$ cat config.mk
export PLATFORM = sky130hd
export DESIGN_NAME = mrc_core
export DESIGN_NICKNAME = d
export VERILOG_FILES = /design/src/inc/mrc_pkg.sv /design/src/core/mrc_core.sv
export SDC_FILE = /design/constraint.sdc
export NUM_CORES = 1
export LEC_CHECK = 0
export BUFFER_PORTS_ARGS = -buffer_cell sky130_fd_sc_hd__clkbuf_2
export CORE_MARGIN = 10
export CORE_UTILIZATION = 45
export DETAILED_ROUTE_END_ITERATION = 8
export GPL_TIMING_DRIVEN = 0
export SETUP_SLACK_MARGIN = 0.2
export SYNTH_ARGS = -nofsm -noshare
export SYNTH_HDL_FRONTEND = slang
export SYNTH_HIERARCHICAL = 1
export SYNTH_SLANG_ARGS = --single-unit
$ cat constraint.sdc
create_clock -name clock -period 5.5 [get_ports clock]
set_clock_uncertainty 0.2 [all_clocks]
set_input_delay 0.275 -clock clock [delete_from_list [all_inputs] [get_ports clock]]
set_output_delay 0.275 -clock clock [all_outputs]
set_load 0.02 [all_outputs]
$ cat src/inc/mrc_pkg.sv
// Constants and the state encoding shared by the repeater core.
package mrc_pkg;

  // Port count: attachment-unit port 0 plus eight twisted-pair ports.
  localparam int MRC_PORTS = 9;
  // Index of the attachment-unit port.
  localparam logic [3:0] MRC_AUI_PORT = 4'h0;
  // Buffer depth in bits.
  localparam int MRC_FIFO_DEPTH = 32;
  // Regenerated preamble length in bit times.
  localparam int MRC_PREAMBLE_BITS = 64;
  // Jam length in bit times.
  localparam int MRC_JAM_BITS = 96;
  // Core clock period in ns.
  localparam int MRC_CLK_NS = 40;
  // Transmit bit period in ns.
  localparam int MRC_BIT_NS = 320;
  // Core clocks per transmitted bit, rounded down.
  localparam int MRC_BIT_CYC = MRC_BIT_NS / MRC_CLK_NS;
  // Reset value of all filtered port indications.
  localparam logic [8:0] MRC_PORTS_RST = 9'h000;

  // Sequencer states, Gray coded along idle, preamble, data, drain.
  typedef enum logic [2:0] {
    MRC_IDLE  = 3'h0,
    MRC_PRE   = 3'h1,
    MRC_DATA  = 3'h3,
    MRC_DRAIN = 3'h2,
    MRC_JAM   = 3'h6
  } mrc_state_t;

endpackage

$ cat src/core/mrc_core.sv
// Repeater data path: bit FIFO and the arbiting, repeating core.

// Bit buffer between the receive side and the transmit selector.
module mrc_fifo import mrc_pkg::*; #(
  parameter int WIDTH = 1,
  parameter int DEPTH = MRC_FIFO_DEPTH
) (
  // Clock and reset.
  input wire logic clock,
  input wire logic rstn,
  // Discards all content while high.
  input wire logic flush,
  // Filling side.
  input wire logic in_valid,
  output logic in_ready,
  input wire logic [WIDTH-1:0] in_data,
  // Draining side.
  output logic out_valid,
  input wire logic out_ready,
  output logic [WIDTH-1:0] out_data
);

  localparam int AW = $clog2(DEPTH);

  // Pointers carry one extra bit so full and empty are told apart.
  typedef struct packed {
    logic [DEPTH-1:0][WIDTH-1:0] mem;
    logic [AW:0] wp;
    logic [AW:0] rp;
  } mrc_fifo_t;

  mrc_fifo_t q_r;
  mrc_fifo_t q_nxt;
  logic full;
  logic empty;

  // Power-of-two depth keeps the pointer wrap free of compares.
  if (DEPTH < 2 || (1 << AW) != DEPTH || WIDTH < 1) begin : g_chk
    $error("mrc_fifo: DEPTH must be a power of two >= 2, WIDTH >= 1");
  end

  assign full = (q_r.wp[AW] != q_r.rp[AW]) &&
                (q_r.wp[AW-1:0] == q_r.rp[AW-1:0]);
  assign empty = (q_r.wp == q_r.rp);
  assign in_ready = !full;
  assign out_valid = !empty;
  assign out_data = q_r.mem[q_r.rp[AW-1:0]];

  // Next-state logic: writes and reads may happen in the same cycle.
  always_comb begin
    q_nxt = q_r;
    if (flush) begin
      q_nxt.wp = '0;
      q_nxt.rp = '0;
    end else begin
      // A bit offered while full is refused and must be counted upstream.
      if (in_valid && !full) begin
        q_nxt.mem[q_r.wp[AW-1:0]] = in_data;
        q_nxt.wp = q_r.wp + 1'b1;
      end
      if (out_ready && !empty) begin
        q_nxt.rp = q_r.rp + 1'b1;
      end
    end
  end

  // State register.
  always_ff @(posedge clock) begin
    if (!rstn) begin
      q_r <= '0;
    end else begin
      q_r <= q_nxt;
    end
  end

endmodule

// Repeater core: port arbitration, preamble regeneration, repeat, jam.
module mrc_core import mrc_pkg::*; #(
  parameter int PORTS = MRC_PORTS,
  parameter int FIFO_DEPTH = MRC_FIFO_DEPTH
) (
  // Clock and reset.
  input wire logic clock,
  input wire logic rstn,
  // Per-port indications from the line transceivers, asynchronous.
  input wire logic [PORTS-1:0] carrier,
  input wire logic [PORTS-1:0] collision,
  // Per-port decoded receive data and recovered receive clock.
  input wire logic [PORTS-1:0] rx_data,
  input wire logic [PORTS-1:0] rx_clk,
  // Transmit stream to the encoder and per-port transmit enables.
  output logic tx_clk,
  output logic tx_data,
  output logic [PORTS-1:0] tx_en,
  // Status.
  output logic jam_active,
  output logic [3:0] rx_port,
  output logic rx_overflow
);

  // The port vectors are nine bits wide throughout.
  if (PORTS != 9 || FIFO_DEPTH < 2) begin : g_chk
    $error("mrc_core: PORTS must be 9 and FIFO_DEPTH at least 2");
  end

  localparam logic [2:0] BIT_LAST = 3'(MRC_BIT_CYC - 1);
  localparam logic [2:0] BIT_HALF = 3'(MRC_BIT_CYC / 2);
  localparam logic [6:0] PRE_LAST = 7'(MRC_PREAMBLE_BITS - 1);
  localparam logic [6:0] JAM_LAST = 7'(MRC_JAM_BITS - 1);
  localparam logic [8:0] ALL_PORTS = 9'h1FF;

  // Whole state of the core.
  typedef struct packed {
    mrc_state_t st;          // Sequencer state.
    logic [3:0] owner;       // Port that owns the data path.
    logic [6:0] cnt;         // Preamble or jam bit counter.
    logic [2:0] div;         // Core clocks within one transmit bit.
    logic [8:0] car_s1;      // Carrier synchroniser, first stage.
    logic [8:0] car_s2;      // Carrier synchroniser, second stage.
    logic [8:0] car_s3;      // Carrier synchroniser, third stage.
    logic [8:0] car_f;       // Filtered carrier.
    logic [8:0] col_s1;      // Collision synchroniser, first stage.
    logic [8:0] col_s2;      // Collision synchroniser, second stage.
    logic [8:0] col_s3;      // Collision synchroniser, third stage.
    logic [8:0] col_f;       // Filtered collision.
    logic [2:0] rck_s;       // Selected receive clock synchroniser.
    logic rck_f;             // Filtered selected receive clock.
    logic [2:0] rdt_s;       // Selected receive data synchroniser.
    logic last_bit;          // Previous decoded bit, for the frame mark.
    logic sfd_seen;          // End of incoming preamble found.
    logic txc;               // Transmit bit clock.
    logic txd;               // Transmit bit.
    logic [8:0] txen;        // Transmit enables.
    logic jam;               // Jam in progress.
    logic ovf;               // A received bit found the buffer full.
  } mrc_core_t;

  mrc_core_t s_r;
  mrc_core_t s_nxt;

  // Buffer handshake.
  logic push;
  logic push_rdy;
  logic pop;
  logic pop_vld;
  logic pop_bit;
  logic flush;

  // Per-port filter outputs.
  logic [8:0] car_fn;
  logic [8:0] col_fn;

  // A level counts only once the second and third stages agree.
  for (genvar i = 0; i < PORTS; i++) begin : g_flt
    assign car_fn[i] = (s_r.car_s2[i] == s_r.car_s3[i]) ?
                       s_r.car_s2[i] : s_r.car_f[i];
    assign col_fn[i] = (s_r.col_s2[i] == s_r.col_s3[i]) ?
                       s_r.col_s2[i] : s_r.col_f[i];
  end

  // The buffer empties itself whenever no frame is in progress.
  assign flush = (s_r.st == MRC_IDLE) || (s_r.st == MRC_JAM);

  mrc_fifo #(
    .WIDTH(1),
    .DEPTH(FIFO_DEPTH)
  ) u_fifo (
    .clock(clock),
    .rstn(rstn),
    .flush(flush),
    .in_valid(push),
    .in_ready(push_rdy),
    .in_data(s_r.rdt_s[2]),
    .out_valid(pop_vld),
    .out_ready(pop),
    .out_data(pop_bit)
  );

  // Main next-state logic.
  always_comb begin
    logic tick;
    logic rck_rise;
    logic found;
    logic [3:0] sel;
    logic col_any;
    logic col_own;
    logic own_car;
    logic [8:0] own_mask;
    tick = 1'b0;
    rck_rise = 1'b0;
    found = 1'b0;
    sel = MRC_AUI_PORT;
    col_any = 1'b0;
    col_own = 1'b0;
    own_car = 1'b0;
    own_mask = '0;
    s_nxt = s_r;
    push = 1'b0;
    pop = 1'b0;

    // Three-stage synchronisers on every asynchronous input.
    s_nxt.car_s1 = carrier;
    s_nxt.car_s2 = s_r.car_s1;
    s_nxt.car_s3 = s_r.car_s2;
    s_nxt.col_s1 = collision;
    s_nxt.col_s2 = s_r.col_s1;
    s_nxt.col_s3 = s_r.col_s2;
    s_nxt.car_f = car_fn;
    s_nxt.col_f = col_fn;

    // Only the owner's data and clock reach the decoder stage.
    s_nxt.rck_s = {s_r.rck_s[1:0], rx_clk[s_r.owner]};
    s_nxt.rdt_s = {s_r.rdt_s[1:0], rx_data[s_r.owner]};
    if (s_r.rck_s[1] == s_r.rck_s[2]) begin
      s_nxt.rck_f = s_r.rck_s[2];
    end
    // A filtered rising clock edge marks one decoded data bit.
    rck_rise = s_nxt.rck_f && !s_r.rck_f;

    // Transmit bit timing runs from the core clock by division.
    if (s_r.div == BIT_LAST) begin
      s_nxt.div = '0;
      tick = 1'b1;
    end else begin
      s_nxt.div = s_r.div + 3'h1;
    end
    // Lowest numbered port with carrier wins, the attachment port first.
    for (int i = PORTS - 1; i >= 0; i--) begin
      if (car_fn[i]) begin
        found = 1'b1;
        sel = 4'(i);
      end
    end

    col_any = |col_fn;
    col_own = col_fn[s_r.owner];
    own_car = car_fn[s_r.owner];
    own_mask = 9'h001 << s_r.owner;

    // Decoded bits enter the buffer only after the frame mark.
    if (rck_rise && own_car &&
        (s_r.st == MRC_PRE || s_r.st == MRC_DATA)) begin
      s_nxt.last_bit = s_r.rdt_s[2];
      if (s_r.sfd_seen) begin
        push = 1'b1;
        if (!push_rdy) begin
          s_nxt.ovf = 1'b1;
        end
      end else if (s_r.rdt_s[2] && s_r.last_bit) begin
        s_nxt.sfd_seen = 1'b1;
      end
    end

    case (s_r.st)
      // Waiting for carrier; the block answers no address at all.
      MRC_IDLE: begin
        s_nxt.txen = '0;
        s_nxt.txd = 1'b0;
        s_nxt.sfd_seen = 1'b0;
        s_nxt.last_bit = 1'b0;
        s_nxt.cnt = '0;
        if (col_any) begin
          // A collision with no owner is jammed on every quiet port.
          s_nxt.st = MRC_JAM;
          s_nxt.jam = 1'b1;
          s_nxt.txen = ALL_PORTS & ~col_fn;
        end else if (found) begin
          s_nxt.owner = sel;
          s_nxt.st = MRC_PRE;
          s_nxt.div = '0;
          s_nxt.ovf = 1'b0;
          // First preamble bit leaves with the enables, so no dead bit.
          s_nxt.txd = 1'b1;
          s_nxt.cnt = 7'h01;
          s_nxt.txen = ALL_PORTS & ~(9'h001 << sel);
        end
      end
      // Regenerated preamble: alternating bits ending in two ones.
      MRC_PRE: begin
        if (col_any) begin
          s_nxt.st = MRC_JAM;
          s_nxt.cnt = '0;
        end else if (tick) begin
          s_nxt.txd = !s_r.cnt[0] || (s_r.cnt == PRE_LAST);
          if (s_r.cnt == PRE_LAST) begin
            s_nxt.st = MRC_DATA;
          end else begin
            s_nxt.cnt = s_r.cnt + 7'h01;
          end
        end
      end
      // Repeat buffered bits; ownership stays fixed until the path returns to idle.
      MRC_DATA, MRC_DRAIN: begin
        if (col_any) begin
          s_nxt.st = MRC_JAM;
          s_nxt.cnt = '0;
        end else begin
          if (tick) begin
            pop = pop_vld;
            s_nxt.txd = pop_vld ? pop_bit : 1'b0;
          end
          if (s_r.st == MRC_DATA && !own_car) begin
            s_nxt.st = MRC_DRAIN;
          end else if (s_r.st == MRC_DRAIN && tick && !pop_vld) begin
            // Path released only once the buffer has run dry.
            s_nxt.st = MRC_IDLE;
            s_nxt.txen = '0;
          end
        end
      end
      // Jam pattern until the count is done and collisions have gone.
      MRC_JAM: begin
        s_nxt.jam = 1'b1;
        if (tick) begin
          s_nxt.txd = !s_r.cnt[0];
          if (s_r.cnt != JAM_LAST) begin
            s_nxt.cnt = s_r.cnt + 7'h01;
          end else if (!col_any) begin
            s_nxt.st = MRC_IDLE;
            s_nxt.jam = 1'b0;
          end
        end
      end
      default: begin
        s_nxt.st = MRC_IDLE;
      end
    endcase

    // Bit clock follows the final count, so a restart gives no short pulse.
    s_nxt.txc = (s_nxt.div >= BIT_HALF);

    // Collision enforcement on entering and during the jam.
    if (s_nxt.st == MRC_JAM && s_r.st != MRC_IDLE) begin
      s_nxt.jam = (s_nxt.st == MRC_JAM);
      if (col_own) begin
        // The receiving port reported it: jam all others.
        s_nxt.txen = ALL_PORTS & ~own_mask;
      end else begin
        // Seen on other ports: jam every port not colliding.
        s_nxt.txen = ALL_PORTS & ~col_fn;
      end
    end
    if (s_r.st == MRC_JAM && s_nxt.st == MRC_IDLE) begin
      s_nxt.txen = '0;
    end
  end

  // State register.
  always_ff @(posedge clock) begin
    if (!rstn) begin
      s_r <= '{st: MRC_IDLE, owner: MRC_AUI_PORT, car_f: MRC_PORTS_RST,
               col_f: MRC_PORTS_RST, default: '0};
    end else begin
      s_r <= s_nxt;
    end
  end

  assign tx_clk = s_r.txc;
  assign tx_data = s_r.txd;
  assign tx_en = s_r.txen;
  assign jam_active = s_r.jam;
  assign rx_port = s_r.owner;
  assign rx_overflow = s_r.ovf;

endmodule

* After elaboration in Yosys (flattened, before gate mapping)
Index checks and enable logic that the tools add are counted.
** Storage, ports and cells
- Input port bits :: 38
- Logic and storage cells :: 260
- Output and inout bits :: 17
- Register bits after elaboration :: 155
** Operators by class
- $lt $le $gt $ge :: 5
- Add/subtract/negate cells :: 4
- Bitwise logic cells :: 6
- Reduce and logical (&&, ||, !) cells :: 38
- Shifts and indexed selects :: 2
- Equality and inequality tests :: 43
- Muxes and demuxes :: 106
** Operators with widths (number)
- 2-to-1 mux 1 bit :: 58
- 2-to-1 mux 7 bit :: 6
- 2-to-1 mux 10 bit :: 4
- 2-to-1 mux 3 bit :: 12
- 2-to-1 mux 4 bit :: 9
- 2-to-1 mux 9 bit :: 4
- bitwise mux 32 bit :: 1
- case mux 7 bit (4 select lines) :: 1
- NOT 9 bit :: 3
- == test 1 bit :: 19
- case mux 9 bit (2 select lines) :: 1
- left shift 1 x 4 -> 9 bit (first input constant) :: 2
- 2-to-1 mux 17 bit :: 1
- binary-select mux 1 bit (select 4 bit) :: 4
- != test 3 bit (second input constant) :: 5
- != test 2 bit (second input constant) :: 7
- logical AND 1 bit :: 13
- adder 6 x 1 -> 6 bit (second input constant) :: 2
- less-than comparator 5 x 6 -> 1 bit (second input constant) :: 2
- case mux 3 bit (4 select lines) :: 1
- AND reduction 6 bit :: 2
- == test 3 bit (second input constant) :: 3
- nonzero test 3 bit :: 3
- OR reduction 9 bit :: 1
- other kinds (26) :: 40

* Depth between registers and ports, before layout
- Depth in word-level cells :: 18
- Gate-level depth with buffers :: 11
- Depth with buffers taken out :: 10

* By module
Netlist, hierarchy kept.
** By module, submodules not included
- mrc_core :: times used 1, area each 4579.4 um^2, sequential area each 2202.1 um^2, cells an instance 496
- mrc_fifo :: times used 1, area each 2396.0 um^2, sequential area each 880.8 um^2, cells an instance 267

* Worst setup path after synthesis
No wires, ideal clock.
- Kind :: reg-to-reg
- Start point :: register s_r (netlist bit rx_port[0])
- End point :: register u_fifo/q_r[12] in the netlist's numbering
- Stages on the path, launching flop included :: 11
- Arrival :: 2.640 ns
- Path slack :: 2.527 ns
- Clock period less this slack :: 2.973 ns
- Required time :: 5.168 ns
- Setup time :: 0.132 ns
- Path buffers :: 2
- Cell sequence :: dfxtp_1 > buf_1 > nor3_1 > o31ai_1 > a32oi_1 > nor4_1 > and2_1 > a21boi_4 > buf_6 > nand3_1 > mux2i_1
** On the way
- Cells in the longest elaborated chain, start to end :: 7
** Ends and longest elaborated chain
- start, declared :: RTL line mrc_core.sv:139 : mrc_core_t s_r;
- start signal, assigned :: RTL line mrc_core.sv:352 : s_r <= '{st: MRC_IDLE, owner: MRC_AUI_PORT, car_f: MRC_PORTS_RST,
- start signal, assigned :: RTL line mrc_core.sv:355 : s_r <= s_nxt;
- binary-select mux 1 bit (select 4 bit) :: RTL line mrc_core.sv:238 : own_car = car_fn[s_r.owner];
- 2-to-1 mux 1 bit (not written as such) :: RTL line mrc_core.sv:238
- logical AND 1 bit (2 in a row) :: RTL line mrc_core.sv:242 : if (rck_rise && own_car &&
- 2-to-1 mux 1 bit :: RTL line mrc_core.sv:242
- via push :: RTL line mrc_core.sv:143 : logic push;
- logical AND 1 bit :: RTL line mrc_core.sv:57 : if (in_valid && !full) begin
- AND reduction 2 bit (no line)
- end signal, assigned :: RTL line mrc_core.sv:72 : q_r <= q_nxt;
- end, declared :: RTL line mrc_core.sv:32 : mrc_fifo_t q_r;
The timed path passes the listed nets, and every way through them passes these cells. The select of a mux whose other input is x is not followed.
A chain may end at the register's enable or synchronous reset.

* Worst setup path in the final report
- Start point :: register s_r (netlist bit rx_port[1])
- End point :: register u_fifo/q_r[31] in the netlist's numbering
Same word-level chain as after synthesis.

==> run summary <==
Total power -> 2.51 mW
Port Buffers -> 53
Routed WL -> 16,500 um
Outcome -> finished clean
Vias in the first global route -> 5,658
Mapped Area -> 0.00698 sq mm
I/O pins -> 55
Cells after synthesis -> 763
TritonCTS clock tree -> yes
LEAKAGE -> 3.42 nW
Clock root cell -> clkbuf_16
Seq/Total Area, Yosys -> 0.442
Worst slew pin tran -> 834 ps
Critical-path top delay cell -> nor4_1
Initial antenna violation count -> 0
Post-synth net total -> 809
Post-DP HPWL -> 12,300 um
Area fraction in and, or, nand and nor cells after synthesis -> 0.251
Final Critical Period -> 3770 ps
Layout cell share with drive strength beyond 1 -> 0.157
Power per Cell Area -> 303 mW/mm^2
Post-Synth Adder-Cell Area -> 0.0407
RSZ-0062 raised after global routing -> false
Final worst setup slack -> 1730 ps
Final Wtd Congestion -> 0.910
Max frequency -> 265 MHz
YS warnings -> 6
Die H -> 145 um
Post-Synth XOR/XNOR Area -> 0.0251
Initial Util -> 0.459
CP endpoint kind -> flip-flop
Slew Limit Fails -> 0
Row cnt -> 45
Core area -> 0.0152 sq mm
Routed Antenna Nets -> 0
Fill count -> 1,392
Grt ovf -> 0
Worst-skew pair later-pin latency -> 420 ps
Critical Path AT -> 3860 ps
H-Tree Depth -> 4
Hold Crit Class -> primary input to flip-flop
Largest family of logic cells by synthesized area -> simple AND/OR/NAND/NOR gates
Critical Path RT -> 5590 ps
Vias post-DR -> 5,728
Family with the most delay on the worst path -> simple AND/OR/NAND/NOR gates
Dpl ws -> 1780 ps
Die ar. -> 0.0209 sq mm
Synth area leaders -> dfxtp_1 44%, and2_1 7.1%, mux2i_1 7.0%, nor2_1 4.1%, nand2_1 4.1%
Total Routing Usage GR -> 0.165
Hold WS -> 71.7 ps
Die Width -> 145 um
Vias/cell -> 5.42
CP bufs+invs -> 2
Worst setup SP type -> flip-flop
Synth top area share -> 0.442
Final #Nets -> 901
Post-synthesis mux area share -> 0.0961
Clock sinks -> 154
Area delta synth->final -> 18.4%
Area leader, netlist -> dfxtp_1
Final setup violation count -> 0
Worst-path cell chain -> clkbuf_1, clkinv_1, mux2i_1, a32oi_1, a32oi_1, nor4_1, and2_1, nand2_1, a21oi_2, nand2_1, mux2i_1
Post-synth EDFFs -> 0
Starting DRC count in detailed routing -> 331
Ant. Diodes -> 0
Synth Area per Inst -> 9.14 sq um
Slowest stage delay, CP -> 650 ps
Crit share post-route -> 0.685
Async SR Flop Fraction -> 0
Clock buffer count from CTS -> 17
Largest net degree at the start of global routing -> 17
Setup_tns -> 0 ps
Cell variety after synth -> 63
Remaining DRCs -> 0
CP Class -> flip-flop to flip-flop
CP Max Fanout -> 10
Worst ir drop on vdd -> 0.000206 V
First-pass GRT wire length -> 27,600 um
Clock slew at reported path FFs -> 60 ps
Ys flop type -> dfxtp_1
Fin. Hold Viols -> 0
Relative slew slack -> 0.441
Max clock buf depth -> 2
Max Cap Viol -> 0
First-pass DRT Iterations -> 6
Synth Register Bits -> 154
Drt wl/cell -> 15.6 um
Synth Area in Compound Gates -> 0.0899
==> worst register-to-register path, stage by stage (launching register included) <==
cell      delay, ps
dfxtp_1         370
clkbuf_1        300
clkinv_1        350
mux2i_1         210
a32oi_1         240
a32oi_1         200
nor4_1          650
and2_1          310
nand2_1          90
a21oi_2         440
nand2_1         150
mux2i_1         150
==> final timing paths <==
check | startpoint | endpoint | cells after the start | slack (ps)
max | rx_port[1] | u_fifo/q_r[31] | 11 | 1730
min | rstn | u_fifo/q_r[43] | 3 | 70
max reg2reg | rx_port[1] | u_fifo/q_r[31] | 11 | 1730
min reg2reg | s_r[94] | s_r[94] | 1 | 230
==> cell families (layout without fill, tap and decap cells) <==
| family | after synthesis | in the layout |
|---|---|---|
| AOI/OAI and AO/OA | 90 | 90 |
| xor gates and xnor gates | 20 | 20 |
| adders and majority gates | 26 | 26 |
| buffers and inverters | 72 | 177 |
| DFF | 154 | 154 |
| muxes | 57 | 57 |
| and+or+nand+nor | 344 | 344 |
==> metrics by stage <==
step / utilization / instances / instance area, sq um
CTS: 0.543 / 1056 / 8260
detailed placement: 0.492 / 1004 / 7480
finish: 0.543 / 1056 / 8260
floorplan: - / 763 / 6980
global placement: 0.492 / 1004 / 7480
global route: 0.543 / 1056 / 8260
==> where the power goes <==
part / switching [mW] / leakage [nW] / internal (mW) / total (mW)
logic: 0.110 / 1.89 / 0.0865 / 0.197
clock network: 0.499 / 0.282 / 0.644 / 1.14
registers: 0.0159 / 1.25 / 1.15 / 1.17
total: 0.625 / 3.42 / 1.88 / 2.51
==> routing by layer <==
| layer | part of all wire | vias to the layer above | track usage |
|---|---|---|---|
| li1 | - | 2804 | - |
| met1 | 0.47 | 2728 | 0.209 |
| met2 | 0.46 | 183 | 0.265 |
| met3 | 0.061 | 13 | 0.0453 |
| met4 | 0.010 | 0 | 0.0569 |
| met5 | 0 | - | 0 |
==> cells in the mapped netlist (2+ instances only) <==
master / instances
mux4_2: 8
nor4_1: 6
clkbuf_1: 34
xor2_1: 10
o22ai_1: 3
and3_1: 3
dfxtp_1: 154
nor2b_1: 5
ha_1: 8
nand3_1: 36
mux2i_1: 49
o31ai_1: 3
a31oi_1: 5
or4_1: 2
maj3_1: 15
a211oi_1: 10
nor3b_1: 6
a22oi_1: 7
o21ai_0: 12
buf_6: 6
nor4_2: 2
a21oi_1: 21
nor2_1: 77
nor3_1: 22
a22o_1: 2
a21o_1: 2
o32ai_1: 2
buf_4: 16
inv_1: 8
a221oi_1: 2
a21oi_2: 2
a32oi_1: 2
buf_2: 6
xnor2_1: 10
nor3_2: 4
nand4_1: 8
a2111oi_0: 4
nand2_1: 76
maj3_2: 3
or3_1: 4
and2_1: 79
nand2b_1: 8
==> placed cells by master, fill, tap and decap left out, types with 10 or more instances in the layout <==
| cell | instances |
|---|---|
| a21oi_1 | 21 |
| xor2_1 | 10 |
| and2_1 | 79 |
| nand3_1 | 36 |
| nor3_1 | 22 |
| nor2_1 | 77 |
| dlygate4sd3_1 | 20 |
| mux2i_1 | 49 |
| dfxtp_1 | 154 |
| a211oi_1 | 10 |
| xnor2_1 | 10 |
| clkbuf_1 | 35 |
| clkbuf_2 | 53 |
| nand2_1 | 76 |
| clkbuf_16 | 17 |
| o21ai_0 | 12 |
| buf_4 | 16 |
| maj3_1 | 15 |
==> area by class of cell <==
cell class                 count  area (sq um)  area share
clock inverter                14           154      0.0186
timing repair buffer          73           465      0.0564
buffer                        63           349      0.0423
tap                          188           235      0.0285
sequential                   154          3080       0.373
clock buffer                  18           429      0.0520
multi-input combinational    537          3510       0.425
inverter                       9          33.8     0.00409
==> flip-flops by register name (all words and copies together) (netlist names) <==
signal	flops
tx_en	9
rx_port	4
s_r	53
rx_overflow	1
jam_active	1
u_fifo/q_r	44
s_nxt	40
tx_clk	1
tx_data	1
==> timing repair <==
action | CTS | global route
hold endpoints to repair | 20 | 0
hold buffers | 20 | 0
resized for setup | 0 | 0
setup buffers | 0 | 0
Power figures use the tool's default switching activity.
